`config.mk`:
```
export PLATFORM = sky130hd
export DESIGN_NAME = frame_tx_policy
export DESIGN_NICKNAME = d
export VERILOG_FILES = /design/src/verilog/frame_policy_pkg.sv /design/src/verilog/frame_tx_policy.sv
export SDC_FILE = /design/constraint.sdc
export NUM_CORES = 1
export LEC_CHECK = 0
export ABC_AREA = 1
export BUFFER_PORTS_ARGS = -buffer_cell sky130_fd_sc_hd__buf_2
export CAP_MARGIN = 30
export CORE_MARGIN = 2
export CORE_UTILIZATION = 45
export DETAILED_ROUTE_END_ITERATION = 8
export GPL_ROUTABILITY_DRIVEN = 0
export PLACE_DENSITY = 0.71
export SETUP_SLACK_MARGIN = 0.02
export SLEW_MARGIN = 20
export SYNTH_ARGS = -nofsm -noshare
export SYNTH_HDL_FRONTEND = slang
export SYNTH_SLANG_ARGS = --single-unit
```
`constraint.sdc`:
```
create_clock -name CLK_I -period 4.95 [get_ports CLK_I]
set_input_delay 0 -clock CLK_I [delete_from_list [all_inputs] [get_ports CLK_I]]
set_output_delay 0 -clock CLK_I [all_outputs]
set_load 0.005 [all_outputs]
```
`src/verilog/frame_policy_pkg.sv`:
```
// Purpose: shared constants and carriers for the frame transmit policy block
// Assumes: one 200 MHz clock, requests arrive one per handshake
// Notes: lin versions are coded major in the high nibble, minor in the low nibble
package frame_policy_pkg;
  // ==========================================================================
  // protocol and encodings
  typedef enum logic [1:0] {
    PROTO_CAN = 2'h0,
    PROTO_FLEXRAY = 2'h1,
    PROTO_LIN = 2'h2
  } proto_type;
  localparam logic periodic_timing_code = 1'h0;
  localparam logic event_timing_code = 1'h1;
  localparam logic checksum_kind_basic = 1'h0;
  localparam logic checksum_kind_extended = 1'h1;
  // ==========================================================================
  // identifier limits
  localparam logic [31:0] CAN_STD_ID_MAX = 32'h0000_07EF;
  localparam logic [31:0] CAN_EXT_ID_MAX = 32'h1FFF_FFFF;
  localparam logic [31:0] SLOT_ID_MIN = 32'h0000_0001;
  localparam logic [31:0] SLOT_ID_MAX = 32'h0000_07FF;
  localparam logic [31:0] LIN_ID_MAX = 32'h0000_003F;
  localparam logic [5:0] LIN_DIAG_ID_A = 6'h3C;
  localparam logic [5:0] LIN_DIAG_ID_B = 6'h3D;
  localparam logic [7:0] LIN_VER_ENHANCED = 8'h20;
  localparam int PAYLOAD_BITS = 64;
  localparam int MUX_VAL_BITS = 8;
  localparam int SIG_REF_BITS = 16;
  localparam logic [SIG_REF_BITS-1:0] NO_MUX_REF = 16'h0000;
  // ==========================================================================
  // carriers
  typedef struct packed {
    proto_type proto;
    logic [31:0] frame_identifier;
    logic ext_id;
    logic timing_set;
    logic slot_timing_select;
    logic [10:0] static_slot_count;
    logic new_data;
    logic event_pending;
    logic [7:0] lin_ver_tx;
    logic [7:0] lin_ver_rx;
    logic has_mux;
    logic [SIG_REF_BITS-1:0] mux_sig_ref;
    logic [MUX_VAL_BITS-1:0] mux_value;
    logic [MUX_VAL_BITS-1:0] dyn_group_sel;
    logic [PAYLOAD_BITS-1:0] static_mask;
    logic [PAYLOAD_BITS-1:0] static_data;
    logic [PAYLOAD_BITS-1:0] dyn_mask;
    logic [PAYLOAD_BITS-1:0] dyn_data;
  } frame_req_type;
  typedef struct packed {
    proto_type proto;
    logic [31:0] frame_identifier;
    logic send;
    logic null_frame;
    logic payload_valid;
    logic static_seg;
    logic timing_eff;
    logic id_error;
    logic checksum_kind;
    logic [7:0] protected_id;
    logic frame_multiplexed_flag;
    logic [SIG_REF_BITS-1:0] multiplexer_signal_ref;
    logic [PAYLOAD_BITS-1:0] payload;
  } frame_dec_type;
endpackage

```
`src/verilog/frame_tx_policy.sv`:
```
// Purpose: per-frame transmit decision, identifier check, checksum pick, mux payload
// Assumes: inputs synchronous to CLK_I; caller holds REQ_I while REQ_VALID_I and not ready
// Notes: decisions leave through a two-entry buffer so a receiver stall loses nothing
`timescale 1ns/1ps
module frame_tx_policy #(
  parameter int PAYLOAD_W = frame_policy_pkg::PAYLOAD_BITS
) (
  input wire logic CLK_I,
  input wire logic NRST_I,
  input wire logic REQ_VALID_I,
  input wire frame_policy_pkg::frame_req_type REQ_I,
  output logic REQ_READY_O,
  output logic DEC_VALID_O,
  input wire logic DEC_READY_I,
  output frame_policy_pkg::frame_dec_type DEC_O,
  input wire logic CFG_ERR_CLR_I,
  output logic CFG_ERR_O
);
  import frame_policy_pkg::*;

  // ==========================================================================
  // elaboration check
  generate
    if (PAYLOAD_W != PAYLOAD_BITS) begin : g_bad_width
      $error("payload width must match the carrier width");
    end
  endgenerate

  // ==========================================================================
  // decision logic
  logic static_seg;
  logic timing_eff;
  logic id_err;
  logic [7:0] ver_min;
  logic [5:0] lin_id;
  logic [7:0] pid;
  logic [PAYLOAD_W-1:0] fresh_payload;
  frame_dec_type dec;
  logic [PAYLOAD_W-1:0] last_payload_ff;
  logic [PAYLOAD_W-1:0] nxt_last_payload;
  logic upd_last;

  always_comb begin
    static_seg = (REQ_I.frame_identifier <= {21'h00_0000, REQ_I.static_slot_count});
    if (REQ_I.timing_set) begin
      timing_eff = REQ_I.slot_timing_select;
    end else begin
      timing_eff = static_seg ? periodic_timing_code : event_timing_code;
    end
    unique case (REQ_I.proto)
      PROTO_CAN: begin
        if (REQ_I.ext_id) begin
          id_err = (REQ_I.frame_identifier > CAN_EXT_ID_MAX);
        end else begin
          id_err = (REQ_I.frame_identifier > CAN_STD_ID_MAX);
        end
      end
      PROTO_FLEXRAY: begin
        id_err = (REQ_I.frame_identifier < SLOT_ID_MIN) ||
                 (REQ_I.frame_identifier > SLOT_ID_MAX);
      end
      PROTO_LIN: begin
        id_err = (REQ_I.frame_identifier > LIN_ID_MAX);
      end
      default: begin
        id_err = 1'b1;
      end
    endcase
    lin_id = REQ_I.frame_identifier[5:0];
    // parity bits form the protected identifier that the extended sum covers
    pid = {~(lin_id[1] ^ lin_id[3] ^ lin_id[4] ^ lin_id[5]),
           lin_id[0] ^ lin_id[1] ^ lin_id[2] ^ lin_id[4], lin_id};
    ver_min = (REQ_I.lin_ver_tx < REQ_I.lin_ver_rx) ? REQ_I.lin_ver_tx : REQ_I.lin_ver_rx;
    // static signals always, one subframe group only when unmuxed or the mux value names it
    fresh_payload = REQ_I.static_data & REQ_I.static_mask;
    if (!REQ_I.has_mux || (REQ_I.dyn_group_sel == REQ_I.mux_value)) begin
      fresh_payload = fresh_payload | (REQ_I.dyn_data & REQ_I.dyn_mask);
    end

    dec = '0;
    dec.proto = REQ_I.proto;
    dec.frame_identifier = REQ_I.frame_identifier;
    dec.id_error = id_err;
    dec.static_seg = static_seg;
    dec.timing_eff = timing_eff;
    dec.protected_id = pid;
    dec.frame_multiplexed_flag = REQ_I.has_mux;
    dec.multiplexer_signal_ref = REQ_I.has_mux ? REQ_I.mux_sig_ref : NO_MUX_REF;
    if ((lin_id == LIN_DIAG_ID_A) || (lin_id == LIN_DIAG_ID_B)) begin
      dec.checksum_kind = checksum_kind_basic;
    end else if (ver_min >= LIN_VER_ENHANCED) begin
      dec.checksum_kind = checksum_kind_extended;
    end else begin
      dec.checksum_kind = checksum_kind_basic;
    end
    dec.send = 1'b0;
    dec.null_frame = 1'b0;
    dec.payload_valid = 1'b0;
    dec.payload = '0;
    upd_last = 1'b0;
    if (id_err) begin
      // a bad identifier never reaches the bus
      dec.send = 1'b0;
    end else if (REQ_I.proto != PROTO_FLEXRAY) begin
      dec.send = 1'b1;
      dec.payload_valid = 1'b1;
      dec.payload = fresh_payload;
    end else if (static_seg && (timing_eff == periodic_timing_code)) begin
      dec.send = 1'b1;
      dec.payload_valid = 1'b1;
      dec.payload = REQ_I.new_data ? fresh_payload : last_payload_ff;
      upd_last = 1'b1;
    end else if (static_seg) begin
      dec.send = 1'b1;
      dec.null_frame = !REQ_I.event_pending;
      dec.payload_valid = REQ_I.event_pending;
      dec.payload = REQ_I.event_pending ? fresh_payload : '0;
    end else if (timing_eff == periodic_timing_code) begin
      dec.send = 1'b1;
      dec.payload_valid = 1'b1;
      dec.payload = fresh_payload;
    end else begin
      dec.send = REQ_I.event_pending;
      dec.payload_valid = REQ_I.event_pending;
      dec.payload = REQ_I.event_pending ? fresh_payload : '0;
    end
  end

  // ==========================================================================
  // two-entry buffer, head drives the outputs directly
  frame_dec_type head_ff;
  frame_dec_type tail_ff;
  logic head_v_ff;
  logic tail_v_ff;
  logic ready_ff;
  logic err_ff;
  frame_dec_type nxt_head;
  frame_dec_type nxt_tail;
  logic nxt_head_v;
  logic nxt_tail_v;
  logic nxt_ready;
  logic nxt_err;
  logic push;
  logic pop;

  always_comb begin
    push = REQ_VALID_I && ready_ff;
    pop = head_v_ff && DEC_READY_I;
    nxt_head = head_ff;
    nxt_tail = tail_ff;
    nxt_head_v = head_v_ff;
    nxt_tail_v = tail_v_ff;
    if (pop) begin
      nxt_head = tail_ff;
      nxt_head_v = tail_v_ff;
      nxt_tail_v = 1'b0;
    end
    if (push) begin
      if (!nxt_head_v) begin
        nxt_head = dec;
        nxt_head_v = 1'b1;
      end else begin
        nxt_tail = dec;
        nxt_tail_v = 1'b1;
      end
    end
    // ready only while a slot stays free, so a stalled receiver drops nothing
    nxt_ready = !nxt_tail_v;
    // a new error in the clear cycle wins over the clear
    nxt_err = (err_ff && !CFG_ERR_CLR_I) || (push && id_err);
    // only a taken periodic static request may move the resend memory
    nxt_last_payload = last_payload_ff;
    if (push && upd_last) begin
      nxt_last_payload = dec.payload;
    end
  end

  always_ff @(posedge CLK_I or negedge NRST_I) begin
    if (!NRST_I) begin
      head_ff <= '0;
      tail_ff <= '0;
      head_v_ff <= 1'b0;
      tail_v_ff <= 1'b0;
      ready_ff <= 1'b0;
      err_ff <= 1'b0;
      last_payload_ff <= '0;
    end else begin
      head_ff <= nxt_head;
      tail_ff <= nxt_tail;
      head_v_ff <= nxt_head_v;
      tail_v_ff <= nxt_tail_v;
      ready_ff <= nxt_ready;
      err_ff <= nxt_err;
      last_payload_ff <= nxt_last_payload;
    end
  end

  assign REQ_READY_O = ready_ff;
  assign DEC_VALID_O = head_v_ff;
  assign DEC_O = head_ff;
  assign CFG_ERR_O = err_ff;

  // ==========================================================================
  // assertions
  property p_null_only_static_event;
    @(posedge CLK_I) disable iff (!NRST_I)
      DEC_VALID_O && DEC_O.null_frame |->
        DEC_O.static_seg && (DEC_O.timing_eff == event_timing_code);
  endproperty
  a_null_only_static_event: assert property (p_null_only_static_event)
    else $error("null frame outside static event timing");

  property p_null_marks_invalid;
    @(posedge CLK_I) disable iff (!NRST_I)
      DEC_VALID_O && DEC_O.null_frame |-> DEC_O.send && !DEC_O.payload_valid;
  endproperty
  a_null_marks_invalid: assert property (p_null_marks_invalid)
    else $error("null frame not sent or payload still valid");

  property p_static_event_null;
    @(posedge CLK_I) disable iff (!NRST_I)
      push && !id_err && REQ_I.proto == PROTO_FLEXRAY && static_seg &&
      timing_eff == event_timing_code && !REQ_I.event_pending && !head_v_ff
      |=> DEC_VALID_O && DEC_O.null_frame;
  endproperty
  a_static_event_null: assert property (p_static_event_null)
    else $error("missing null frame for idle static event slot");

  property p_dyn_periodic_sent;
    @(posedge CLK_I) disable iff (!NRST_I)
      DEC_VALID_O && DEC_O.proto == PROTO_FLEXRAY && !DEC_O.id_error &&
      !DEC_O.static_seg && DEC_O.timing_eff == periodic_timing_code |-> DEC_O.send;
  endproperty
  a_dyn_periodic_sent: assert property (p_dyn_periodic_sent)
    else $error("dynamic periodic frame not sent");

  property p_dyn_event_idle;
    @(posedge CLK_I) disable iff (!NRST_I)
      DEC_VALID_O && !DEC_O.static_seg && DEC_O.proto == PROTO_FLEXRAY &&
      DEC_O.timing_eff == event_timing_code |-> !DEC_O.null_frame;
  endproperty
  a_dyn_event_idle: assert property (p_dyn_event_idle)
    else $error("dynamic event frame produced a null frame");

  property p_default_timing;
    @(posedge CLK_I) disable iff (!NRST_I)
      push && !REQ_I.timing_set && !head_v_ff |=>
        DEC_O.timing_eff == !DEC_O.static_seg;
  endproperty
  a_default_timing: assert property (p_default_timing)
    else $error("default timing does not follow segment");

  property p_err_sticky;
    @(posedge CLK_I) disable iff (!NRST_I)
      push && id_err |=> CFG_ERR_O ##1 (CFG_ERR_O || $past(CFG_ERR_CLR_I));
  endproperty
  a_err_sticky: assert property (p_err_sticky)
    else $error("configuration error not raised or not held");

  property p_diag_basic;
    @(posedge CLK_I) disable iff (!NRST_I)
      DEC_VALID_O && (DEC_O.frame_identifier[5:0] == LIN_DIAG_ID_A ||
      DEC_O.frame_identifier[5:0] == LIN_DIAG_ID_B) |->
        DEC_O.checksum_kind == checksum_kind_basic;
  endproperty
  a_diag_basic: assert property (p_diag_basic)
    else $error("diagnostic frame uses extended checksum");

  property p_mux_ref;
    @(posedge CLK_I) disable iff (!NRST_I)
      DEC_VALID_O |-> (DEC_O.frame_multiplexed_flag ||
        DEC_O.multiplexer_signal_ref == NO_MUX_REF);
  endproperty
  a_mux_ref: assert property (p_mux_ref)
    else $error("multiplexer reference set on a plain frame");

  property p_no_loss;
    @(posedge CLK_I) disable iff (!NRST_I)
      tail_v_ff && !DEC_READY_I |=> tail_v_ff && !REQ_READY_O && $stable(DEC_O);
  endproperty
  a_no_loss: assert property (p_no_loss)
    else $error("buffer changed while full and stalled");
endmodule

```
# == After elaboration in Yosys (flattened, before gate mapping) ==
# Cells that the tools add are included.
# totals
register_bits,328
in_bits,360
out_inout_bits,133
elab_cells,111
# op_classes
reduce_logical,16
n_bitwise,11
n_lt_le_gt_ge,8
eq_ne,6
n_mux,39
# ops
cell,count
$mux W64,8
$mux W130,3
$and A64 B64 Y64,2
$gt A32 B11 Y1 const B,2
$or A64 B64 Y64,1
$gt A32 B29 Y1 const B,1
$gt A32 B6 Y1 const B,1
$le A32 B11 Y1,1
$lt A32 B1 Y1 const B,1
$mux W1,24
$mux W16,1
$eq A6 B6 Y1 const B,2
$eq A8 B8 Y1,1
$ge A8 B6 Y1 const B,1
$lt A8 B8 Y1,1
$mux W8,1
$logic_and A1 B1 Y1,6
$xor A1 B1 Y1,6
$logic_not A1 Y1,4
$logic_or A1 B1 Y1,4
$pmux W1 S3,1
$eq A2 B1 Y1 const B,1
$eq A2 B2 Y1 const B,1
$logic_not A2 Y1,1
other kinds (4),5

# == Depth between registers and ports, before layout ==
# Gate-level depths: netlist of the first run.
# depth
depth_word,11
depth_mapped,18
depth_no_buf,18

# == Least setup slack after synthesis of the first run ==
# OpenSTA, ideal clock, no wires.
# synth_path
kind,register -> register
start,register tail_v_ff
end,register head_ff (netlist bit DEC_O[51])
slack_ns,3.204
required_ns,4.817
arrival_ns,1.614
path_buffers,3
setup_ns,0.133
path_stages_with_launch,10
period_less_slack_ns,1.746
path_cell_list,dfrtp_1 > inv_1 > nand2_1 > nand2_1 > inv_1 > nor2_1 > clkbuf_1 > clkbuf_1 > buf_1 > a21oi_1
# synth_rtl
item,line,rtl
from (decl),frame_tx_policy.sv:134,logic tail_v_ff;
from (signal assigned),frame_tx_policy.sv:191,tail_v_ff <= nxt_tail_v;
to (signal assigned),frame_tx_policy.sv:188,head_ff <= nxt_head;
to (decl),frame_tx_policy.sv:131,frame_dec_type head_ff;

==> results of run 1 <==
## Yosys cell counts (4+ instances only)
cell type,n,share of area
sky130_fd_sc_hd__o21ai_0,131,0.040
sky130_fd_sc_hd__nand2_2,11,0.0042
sky130_fd_sc_hd__nand3_2,4,0.0025
sky130_fd_sc_hd__inv_2,7,0.0016
sky130_fd_sc_hd__nor2_1,95,0.022
sky130_fd_sc_hd__o21ai_1,89,0.028
sky130_fd_sc_hd__nand3_1,104,0.032
sky130_fd_sc_hd__a21oi_1,84,0.026
sky130_fd_sc_hd__a211oi_1,5,0.0023
sky130_fd_sc_hd__buf_1,7,0.0016
sky130_fd_sc_hd__xnor2_1,7,0.0038
sky130_fd_sc_hd__buf_2,29,0.0090
sky130_fd_sc_hd__dfrtp_1,322,0.50
sky130_fd_sc_hd__nand2_1,891,0.21
sky130_fd_sc_hd__inv_1,111,0.026
sky130_fd_sc_hd__or2_2,9,0.0035
sky130_fd_sc_hd__o211ai_1,19,0.0088
sky130_fd_sc_hd__clkbuf_1,94,0.022
sky130_fd_sc_hd__ha_1,21,0.016
sky130_fd_sc_hd__a31oi_1,17,0.0066
sky130_fd_sc_hd__nand4_1,63,0.024
## kinds of logic (layout without fill, tap and decap cells)
kind of cell / Yosys count / in the layout
and+or+nand+nor: 1184 / 1184
xor gates and xnor gates: 8 / 8
DFF: 322 / 322
other: 0 / 1
AOI/OAI and AO/OA: 354 / 354
adders and majority gates: 21 / 21
muxes: 1 / 1
buffers and inverters: 255 / 806
## state kept, by name (all words and copies together) (netlist names)
name and cells:
DEC_O 130, tail_ff 124, last_payload_ff 64, CFG_ERR_O 1, DEC_VALID_O 1, REQ_READY_O 1, tail_v_ff 1
## path summary, 6_finish.rpt
path                              startpoint  slack, ns                   to  cells past startpoint
max in group asynchronous             NRST_I       3.42            DEC_O[94]                      3
worst min-delay path              REQ_I[247]      0.007  last_payload_ff[55]                      7
worst max register to register   DEC_VALID_O       2.02            DEC_O[89]                      7
worst max-delay path             DEC_VALID_O       2.02            DEC_O[89]                      7
min in group asynchronous             NRST_I       0.15           tail_ff[6]                      2
worst min register to register  tail_ff[114]       0.47         tail_ff[114]                      2
## worst register-to-register path, delay by kind of cell, from the launching register on
kind	cells	cell delay (ns)
buffers and inverters	2	1.57
and+or+nand+nor	3	0.68
DFF	1	0.41
AOI/OAI and AO/OA	2	0.19
## area by class of cell
cell class                 count  area, sq um
fill                        3164        14100
sequential                   322         8060
multi-input combinational   1568         7140
timing repair buffer         620         3800
clock buffer                  52         1090
tap                          461          577
inverter                     121          463
clock inverter                13          209
antenna                        1         2.50
## per-stage QoR
step | total power, W | setup WS, ns | std cells | hold slack, ns | util
floorplan | 0.00537 | 3.20 | 2145 | -0.296 | -
global placement | 0.00661 | 2.01 | 2982 | 0.112 | 0.531
detailed placement | 0.00673 | 1.95 | 2985 | 0.122 | 0.534
CTS | 0.00974 | 1.92 | 3155 | 0.0000607 | 0.600
global route | 0.0103 | 1.78 | 3157 | 0.0327 | 0.601
finish | 0.00970 | 2.02 | 3158 | 0.00739 | 0.602
## metal layers
metal | GRT usage | up-vias | share of wire
met3 | 0.0560 | 107 | 0.073
met5 | 0 | - | 0
li1 | - | 7981 | -
met2 | 0.469 | 641 | 0.48
met1 | 0.352 | 7730 | 0.41
met4 | 0.105 | 0 | 0.038
## where the power goes
group          internal (W)  switching, W
Combinational       0.00118       0.00186
Sequential          0.00337      0.000376
Clock               0.00180       0.00111
==> results.md, run 1 <==
Timing:
- Headroom to the max-slew limit came out at 0.349.
- Setup repair after global routing left no endpoint under its margin.
- The largest clock skew in the final design is roughly 0.017 ns.
- The slew at the pin with the worst max-slew slack is 0.977 ns.
- Timing would allow up to 341 MHz.
- Of the available clock period, the critical path in the final layout requires 0.593.
- Setup violations remaining at the end of the flow were counted as 0.
- Subtracting the final worst setup slack from the clock period gives about 2.9 ns.
- The count of pins over their slew limit came to 0.
- The final hold violation count was 0.
- Adding up every negative setup slack in the final design gives 0 ns.

Clock network:
- The count of instances resized after the clock tree is built is 0.
- Counting every sink on the clock net gives roughly 320.
- The root buffer cell is sky130_fd_sc_hd__clkbuf_16.
- In this run, CTS created clock tree buffers numbering 37.
- The total setup buffers inserted after CTS is 0.
- The number of hold buffers added after cts is 105.
- The clock latency of the later-clocked register in the worst-skew pair is about 0.51 ns.
- The level count of the clock H-tree is 2.
- The clock passes through at most 3 buffers.
- Clock-pin slew was measured on the worst setup and hold paths at approximately 0.070 ns.
- TritonCTS built the clock tree.

Run:
- Max-cap violations in this run came to 0.

Yosys:
- The number of cells produced by synthesis is between 2,000 and 2,500.
- The portion of synthesized area spent on multiplexers is 0.000618.
- The synthesized netlist contains 40 unique library cells.
- The area fraction in compound gates after synthesis is 0.116.
- In this run, synthesis inferred 0 flip-flops with an integrated enable.
- The sequential area share after synthesis is 0.497.
- The mapped netlist covers approximately 16,000 sq um.
- The Yosys step of the flow raised 0 warnings.
- The xor-xnor portion of the synthesized cell area is 0.00433.
- The number of nets produced by synthesis is 2,526.
- Of the total synthesized cell area, the portion taken by full adders, half adders and majority gates is 0.0162.
- For this run, asynchronously set or reset flops after synthesis account for 1.00.
- In the synthesized netlist the dominant register cell turns out to be sky130_fd_sc_hd__dfrtp_1.
- Dividing the synthesized area by the synthesized cell count gives 7.55 sq um.
- The synthesized flop and latch total is 322.
- Of the total synthesized cell area, the portion taken by AND, OR, NAND and NOR gates is 0.301.
- The main combinational cell family by area after synthesis is simple AND/OR/NAND/NOR gates.

Detailed routing:
- The average wire per standard cell is roughly 17 um.
- The via count normalized by instance count is 5.21.
- The via count of the routed design is around 16,000.
- The sum of routed wire length over all layers is between 50,000 and 60,000 um.
- The pre-antenna-repair detailed-routing pass consisted of 5 iterations.
- After detailed routing, the number of remaining DRC violations is 0.
- For this block, the initial DRC count from the detailed router was approximately 1,100.
- In this run the remaining antenna-violating nets after routing total 0.

Worst setup path:
- STA classifies the critical path startpoint as a flip-flop.
- The required arrival time at the worst endpoint is roughly 5.4 ns.
- STA puts the critical path data arrival time at between 3 and 4 ns.
- Walking the worst path, the cells encountered are nand2_4, inv_4, buf_4, nand2_1, nand2_1, a21oi_1, a21oi_1.
- The cell family contributing the most delay on the critical path is buffers and inverters.
- The kind of critical path is reg2reg.
- For this run, the slowest stage of the critical path takes between 0.9 and 1 ns.
- The largest fanout on the critical path is between 70 and 80.
- STA classifies the critical path endpoint as a flip-flop.
- The critical path contains buffers and inverters numbering 2 combined.
- On the critical path, the stage with the largest delay is an instance of sky130_fd_sc_hd__inv_4.

Floorplanning:
- In this run the count of I/O pins placed on the die edge is 493.
- The floorplan step set the die height to about 190 um.
- The area of the core region is 35,500 sq um.
- The horizontal extent of the die is just under 200 um.
- The die covers 37,500 sq um.
- The number of rows in the core area is 69.
- The initial utilization of the core area, before any placement, comes to 0.456.

Layout:
- In the layout the commonest cells are sky130_fd_sc_hd__nand2_1, sky130_fd_sc_hd__buf_2, sky130_fd_sc_hd__dfrtp_1.
- The layout net count is roughly 3,100.
- The area of all placed cells without fillers is 21,300 sq um.
- The leading cell type in the layout, fill and taps excluded is sky130_fd_sc_hd__nand2_1.
- In the final layout, the share of cells above drive strength 1 is 0.230.
- The area growth from synthesis to layout is 31.8%.

Power and ir drop:
- For this design the static power due to leakage is between 10 and 15 nW.
- In this run the power density over the cells is roughly 450 nW/um^2.
- The worst-case IR drop observed on VDD is 0.365 mV.

Placement:
- The total half-perimeter wirelength after legalization and detailed placement is 34,000 um.
- In this run the cell area measured after placement is approximately 19,000 sq um.
- Port buffering added 492 buffers.

Global route:
- Across every metal layer, demand over resource in global routing totals 0.278.
- The pin count of the biggest net entering global routing is ~160.
- The number of global-route vias before repair is around 16,000.
- The first global-routing pass estimated 85,400 um of wire.
- After global routing the overflow that remains totals 0.
- The number of antenna violations at the first check in global routing was 1.

Status:
- The run finished with clean final reports.

Min path:
- The kind of path behind the tightest hold check is in2reg.
Power figures use the tool's default switching activity.
==> run 2, diff against run 1 <==
--- a/config.mk
+++ b/config.mk
@@ -12,7 +12,7 @@
 export CORE_UTILIZATION = 45
 export DETAILED_ROUTE_END_ITERATION = 8
 export GPL_ROUTABILITY_DRIVEN = 0
-export PLACE_DENSITY = 0.71
+export PLACE_DENSITY = 0.74
 export SETUP_SLACK_MARGIN = 0.02
 export SLEW_MARGIN = 20
 export SYNTH_ARGS = -nofsm -noshare
==> constraint.sdc (replaced) <==
create_clock -name CLK_I -period 2.5 [get_ports CLK_I]
set_input_delay 0 -clock CLK_I [delete_from_list [all_inputs] [get_ports CLK_I]]
set_output_delay 0 -clock CLK_I [all_outputs]
set_load 0.005 [all_outputs]
==> results.md, run 2 (synthesis results as in run 1) <==
Clock network:
- The level count of the clock H-tree is 2.
- The clock passes through at most 3 buffers.
- The root buffer cell chosen for the clock tree is sky130_fd_sc_hd__clkbuf_16.
- The TritonCTS buffer count is 37.
- The register clock-pin slew on the reported worst setup and hold paths is 0.06 ns.
- The TritonCTS clock tree is yes.
- The clock drives between 300 and 400 sinks.
- The later pin in the worst-skew pair is clocked with a latency of approximately 0.52 ns.
- The number of setup buffers added after CTS is 0.

Floorplanning:
- The initialized floorplan defines between 60 and 70 standard-cell rows.
- The core region is 35,500 sq um.
- The number of ports placed on the die boundary is 493.
- The die covers ~38,000 sq um.
- The horizontal extent of the die is 194 um.
- The starting density of the core is 0.456.
- The height of the chip is roughly 190 um.

Worst setup path:
- The most numerous cell type found on the critical path is sky130_fd_sc_hd__nand2_1.
- The kind of end point of the critical path is a flip-flop.
- The cell family contributing the most delay on the critical path is simple AND/OR/NAND/NOR gates.
- The slowest library cell on the worst path is sky130_fd_sc_hd__dlygate4sd3_1.
- The largest fanout on the critical path is 5.
- Walking the worst path, the cells encountered are dlygate4sd3_1, buf_2, ha_1, nand2_1, nor2_1, nand4_1, nand3b_4, a21oi_1, nand2_1, nor2_1, nand3_1, nand2_1.
- For this run, the slowest stage of the critical path takes around 0.54 ns.
- Data arrives at the worst endpoint at 2.72 ns.
- The worst setup path is launched from a primary input.
- The number of buffer and inverter instances along the worst setup path is 2.
- The setup path with the least slack is of type in2reg.
- STA puts the critical path data required time at 2.94 ns.

Detailed routing:
- The remaining design rule violation count is 0.
- The via count normalized by instance count is 5.24.
- The count of nets left with antenna violations once routing finished came out at 0.
- The first detailed-routing pass ran for 6 iterations.
- The sum of routed wire length over all layers is roughly 53,000 um.
- The via count of the routed design is ~17,000.
- The number of DRC markers after the initial detailed-route iteration is 1,208.
- The average wire per standard cell is between 15 and 20 um.

Power and ir drop:
- The combinational cell fraction of total power is 0.322.
- Summed over all nets, the switching power comes to between 0.006 and 0.007 W.
- In this run the power density over the cells is roughly 900 nW/um^2.
- The share of total power dissipated in sequential elements is 0.396.
- For this design the static power due to leakage is about 11 nW.
- The share of total power dissipated in the clock network is 0.282.
- The worst-case IR drop observed on VDD is slightly below 0.7 mV.
- The internal power consumption is approximately 0.012 W.
- Of the total power, the share spent switching nets is 0.351.

Timing:
- Timing would allow up to between 400 and 500 MHz.
- Measured against its own limit, the worst slew margin works out to 0.455.
- The shortest period the worst path allows is around 2.3 ns.
- The final hold violation count came to 0.
- The aggregate negative setup slack is 0 ns.
- The largest clock skew in the final design is roughly 0.017 ns.
- Setup repair after global routing left no endpoint under its margin.
- The count of pins over their slew limit is 0.
- The worst path setup slack after routing is around 0.22 ns.
- The total setup violations reported at the end of the flow is 0.
- The final worst-path cycle share is 0.912.
- The slew at the pin with the worst max-slew slack is just over 0.8 ns.

Layout:
- Of the cells placed in the final design, the portion with a size suffix greater than 1 is 0.234.
- The leading cell type in the layout, fill and taps excluded is sky130_fd_sc_hd__nand2_1.
- The fill cell instance count of the final layout is ~3,200.
- The layout net count is between 3,000 and 4,000.
- In the layout the commonest cells are sky130_fd_sc_hd__nand2_1, sky130_fd_sc_hd__buf_2, sky130_fd_sc_hd__dfrtp_1.
- The flip-flop count of the largest register, all copies and words added is 130.
- The count of placed standard cells in the final layout, fillers left out is between 3,000 and 4,000.
- The area growth from synthesis to layout is 31.6%.

Status:
- The run finished with clean final reports.

Placement:
- The count of port buffers added during placement is between 400 and 500.
- The instance count after placement with tap cells included is 3,001.
- The total half-perimeter wirelength after legalization and detailed placement is between 30,000 and 40,000 um.
- At the placement stage, the worst setup path has a slack of approximately 0.28 ns.

Global route:
- The first global-routing pass estimated 85,200 um of wire.
- Entering global routing, the biggest net connects slightly above 100 pins.
- The number of antenna violations at the first check in global routing was 3.
- Summed over all layers, the global routing overflow is 0.
- The number of global-route vias before repair was 16,400.
- The global routing usage summed across all routing layers is 0.276.

Run:
- Max-cap violations in this run came to 0.

Min path:
- The kind of path behind the tightest hold check is in2reg.
==> run 2: cell types whose count changed in the layout (fill, tap and decap cells not counted), moves of 2 or more <==
| cell | previous run | this run |
|---|---|---|
| sky130_fd_sc_hd__buf_16 | 4 | 0 |
| sky130_fd_sc_hd__dlygate4sd3_1 | 105 | 89 |
| sky130_fd_sc_hd__clkinv_4 | 2 | 0 |
| sky130_fd_sc_hd__diode_2 | 1 | 3 |
| sky130_fd_sc_hd__buf_12 | 2 | 18 |
| sky130_fd_sc_hd__clkinvlp_4 | 0 | 3 |
| sky130_fd_sc_hd__bufinv_16 | 5 | 1 |
| sky130_fd_sc_hd__clkbuf_1 | 5 | 11 |
| sky130_fd_sc_hd__inv_6 | 1 | 3 |
| sky130_fd_sc_hd__clkbuf_8 | 9 | 7 |
==> run 2: through the flow <==
stage	utilization	total power (W)	hold WS [ns]	instance area [sq um]
CTS	0.601	0.0189	0.000921	21300
detailed placement	0.541	0.0134	0.0502	19200
global route	0.601	0.0201	0.0378	21300
finish	0.601	0.0188	0.0149	21300
global placement	0.541	0.0132	0.0452	19200
floorplan	-	0.0106	-0.296	16200
==> run 2: worst paths after layout <==
| kind | start | endpoint | slack (ns) | cells past startpoint |
|---|---|---|---|---|
| max in group asynchronous | NRST_I | DEC_O[87] | 1.51 | 3 |
| worst min-delay path | REQ_I[225] | DEC_O[33] | 0.01 | 7 |
| worst max-delay path | REQ_I[327] | last_payload_ff[62] | 0.22 | 12 |
| worst max register to register | REQ_READY_O | tail_ff[106] | 0.57 | 5 |
| min in group asynchronous | NRST_I | DEC_O[24] | 0.07 | 2 |
| worst min register to register | tail_v_ff | REQ_READY_O | 0.47 | 1 |
==> run 2: metal layers <==
layer	vias up	GRT usage	part of all wire
met5	-	0	0
met4	0	0.107	0.039
met3	126	0.0522	0.076
met2	718	0.460	0.48
met1	7737	0.358	0.40
li1	7976	-	-
==> run 2: tightest hold or removal path, delay by kind of cell <==
kind                   cells  cell delay [ns]
and+or+nand+nor            5             0.33
AOI/OAI and AO/OA          1             0.06
buffers and inverters      1             0.10
==> run 2: layout make-up <==
class	count	area (sq um)	area share
diodes	3	7.51	0.000352
clock buffers	57	1110	0.0522
clock inverters	10	90.1	0.00423
inverters	121	463	0.0217
multi-input cells	1568	7140	0.335
flip-flops and latches	322	8060	0.378
well taps	461	577	0.0271
repair buffers	618	3870	0.182
==> run 2: power groups by stage <==
| stage | logic [W] | clock network [W] | registers [W] |
|---|---|---|---|
| 6_report | 0.00607 | 0.00532 | 0.00745 |
| 5_1_grt | 0.00683 | 0.00566 | 0.00759 |
| 4_1_cts | 0.00609 | 0.00542 | 0.00744 |
| 3_5_place_dp | 0.00593 | 0 | 0.00750 |
| 3_3_place_gp | 0.00575 | 0 | 0.00746 |
| 2_1_floorplan | 0.00318 | 0 | 0.00746 |
==> run 2: timing repair <==
action,in CTS,in global routing
endpoints found under the setup margin,0,1
hold buffers,89,0
endpoints found under the hold margin,325,0
resized for setup,0,1
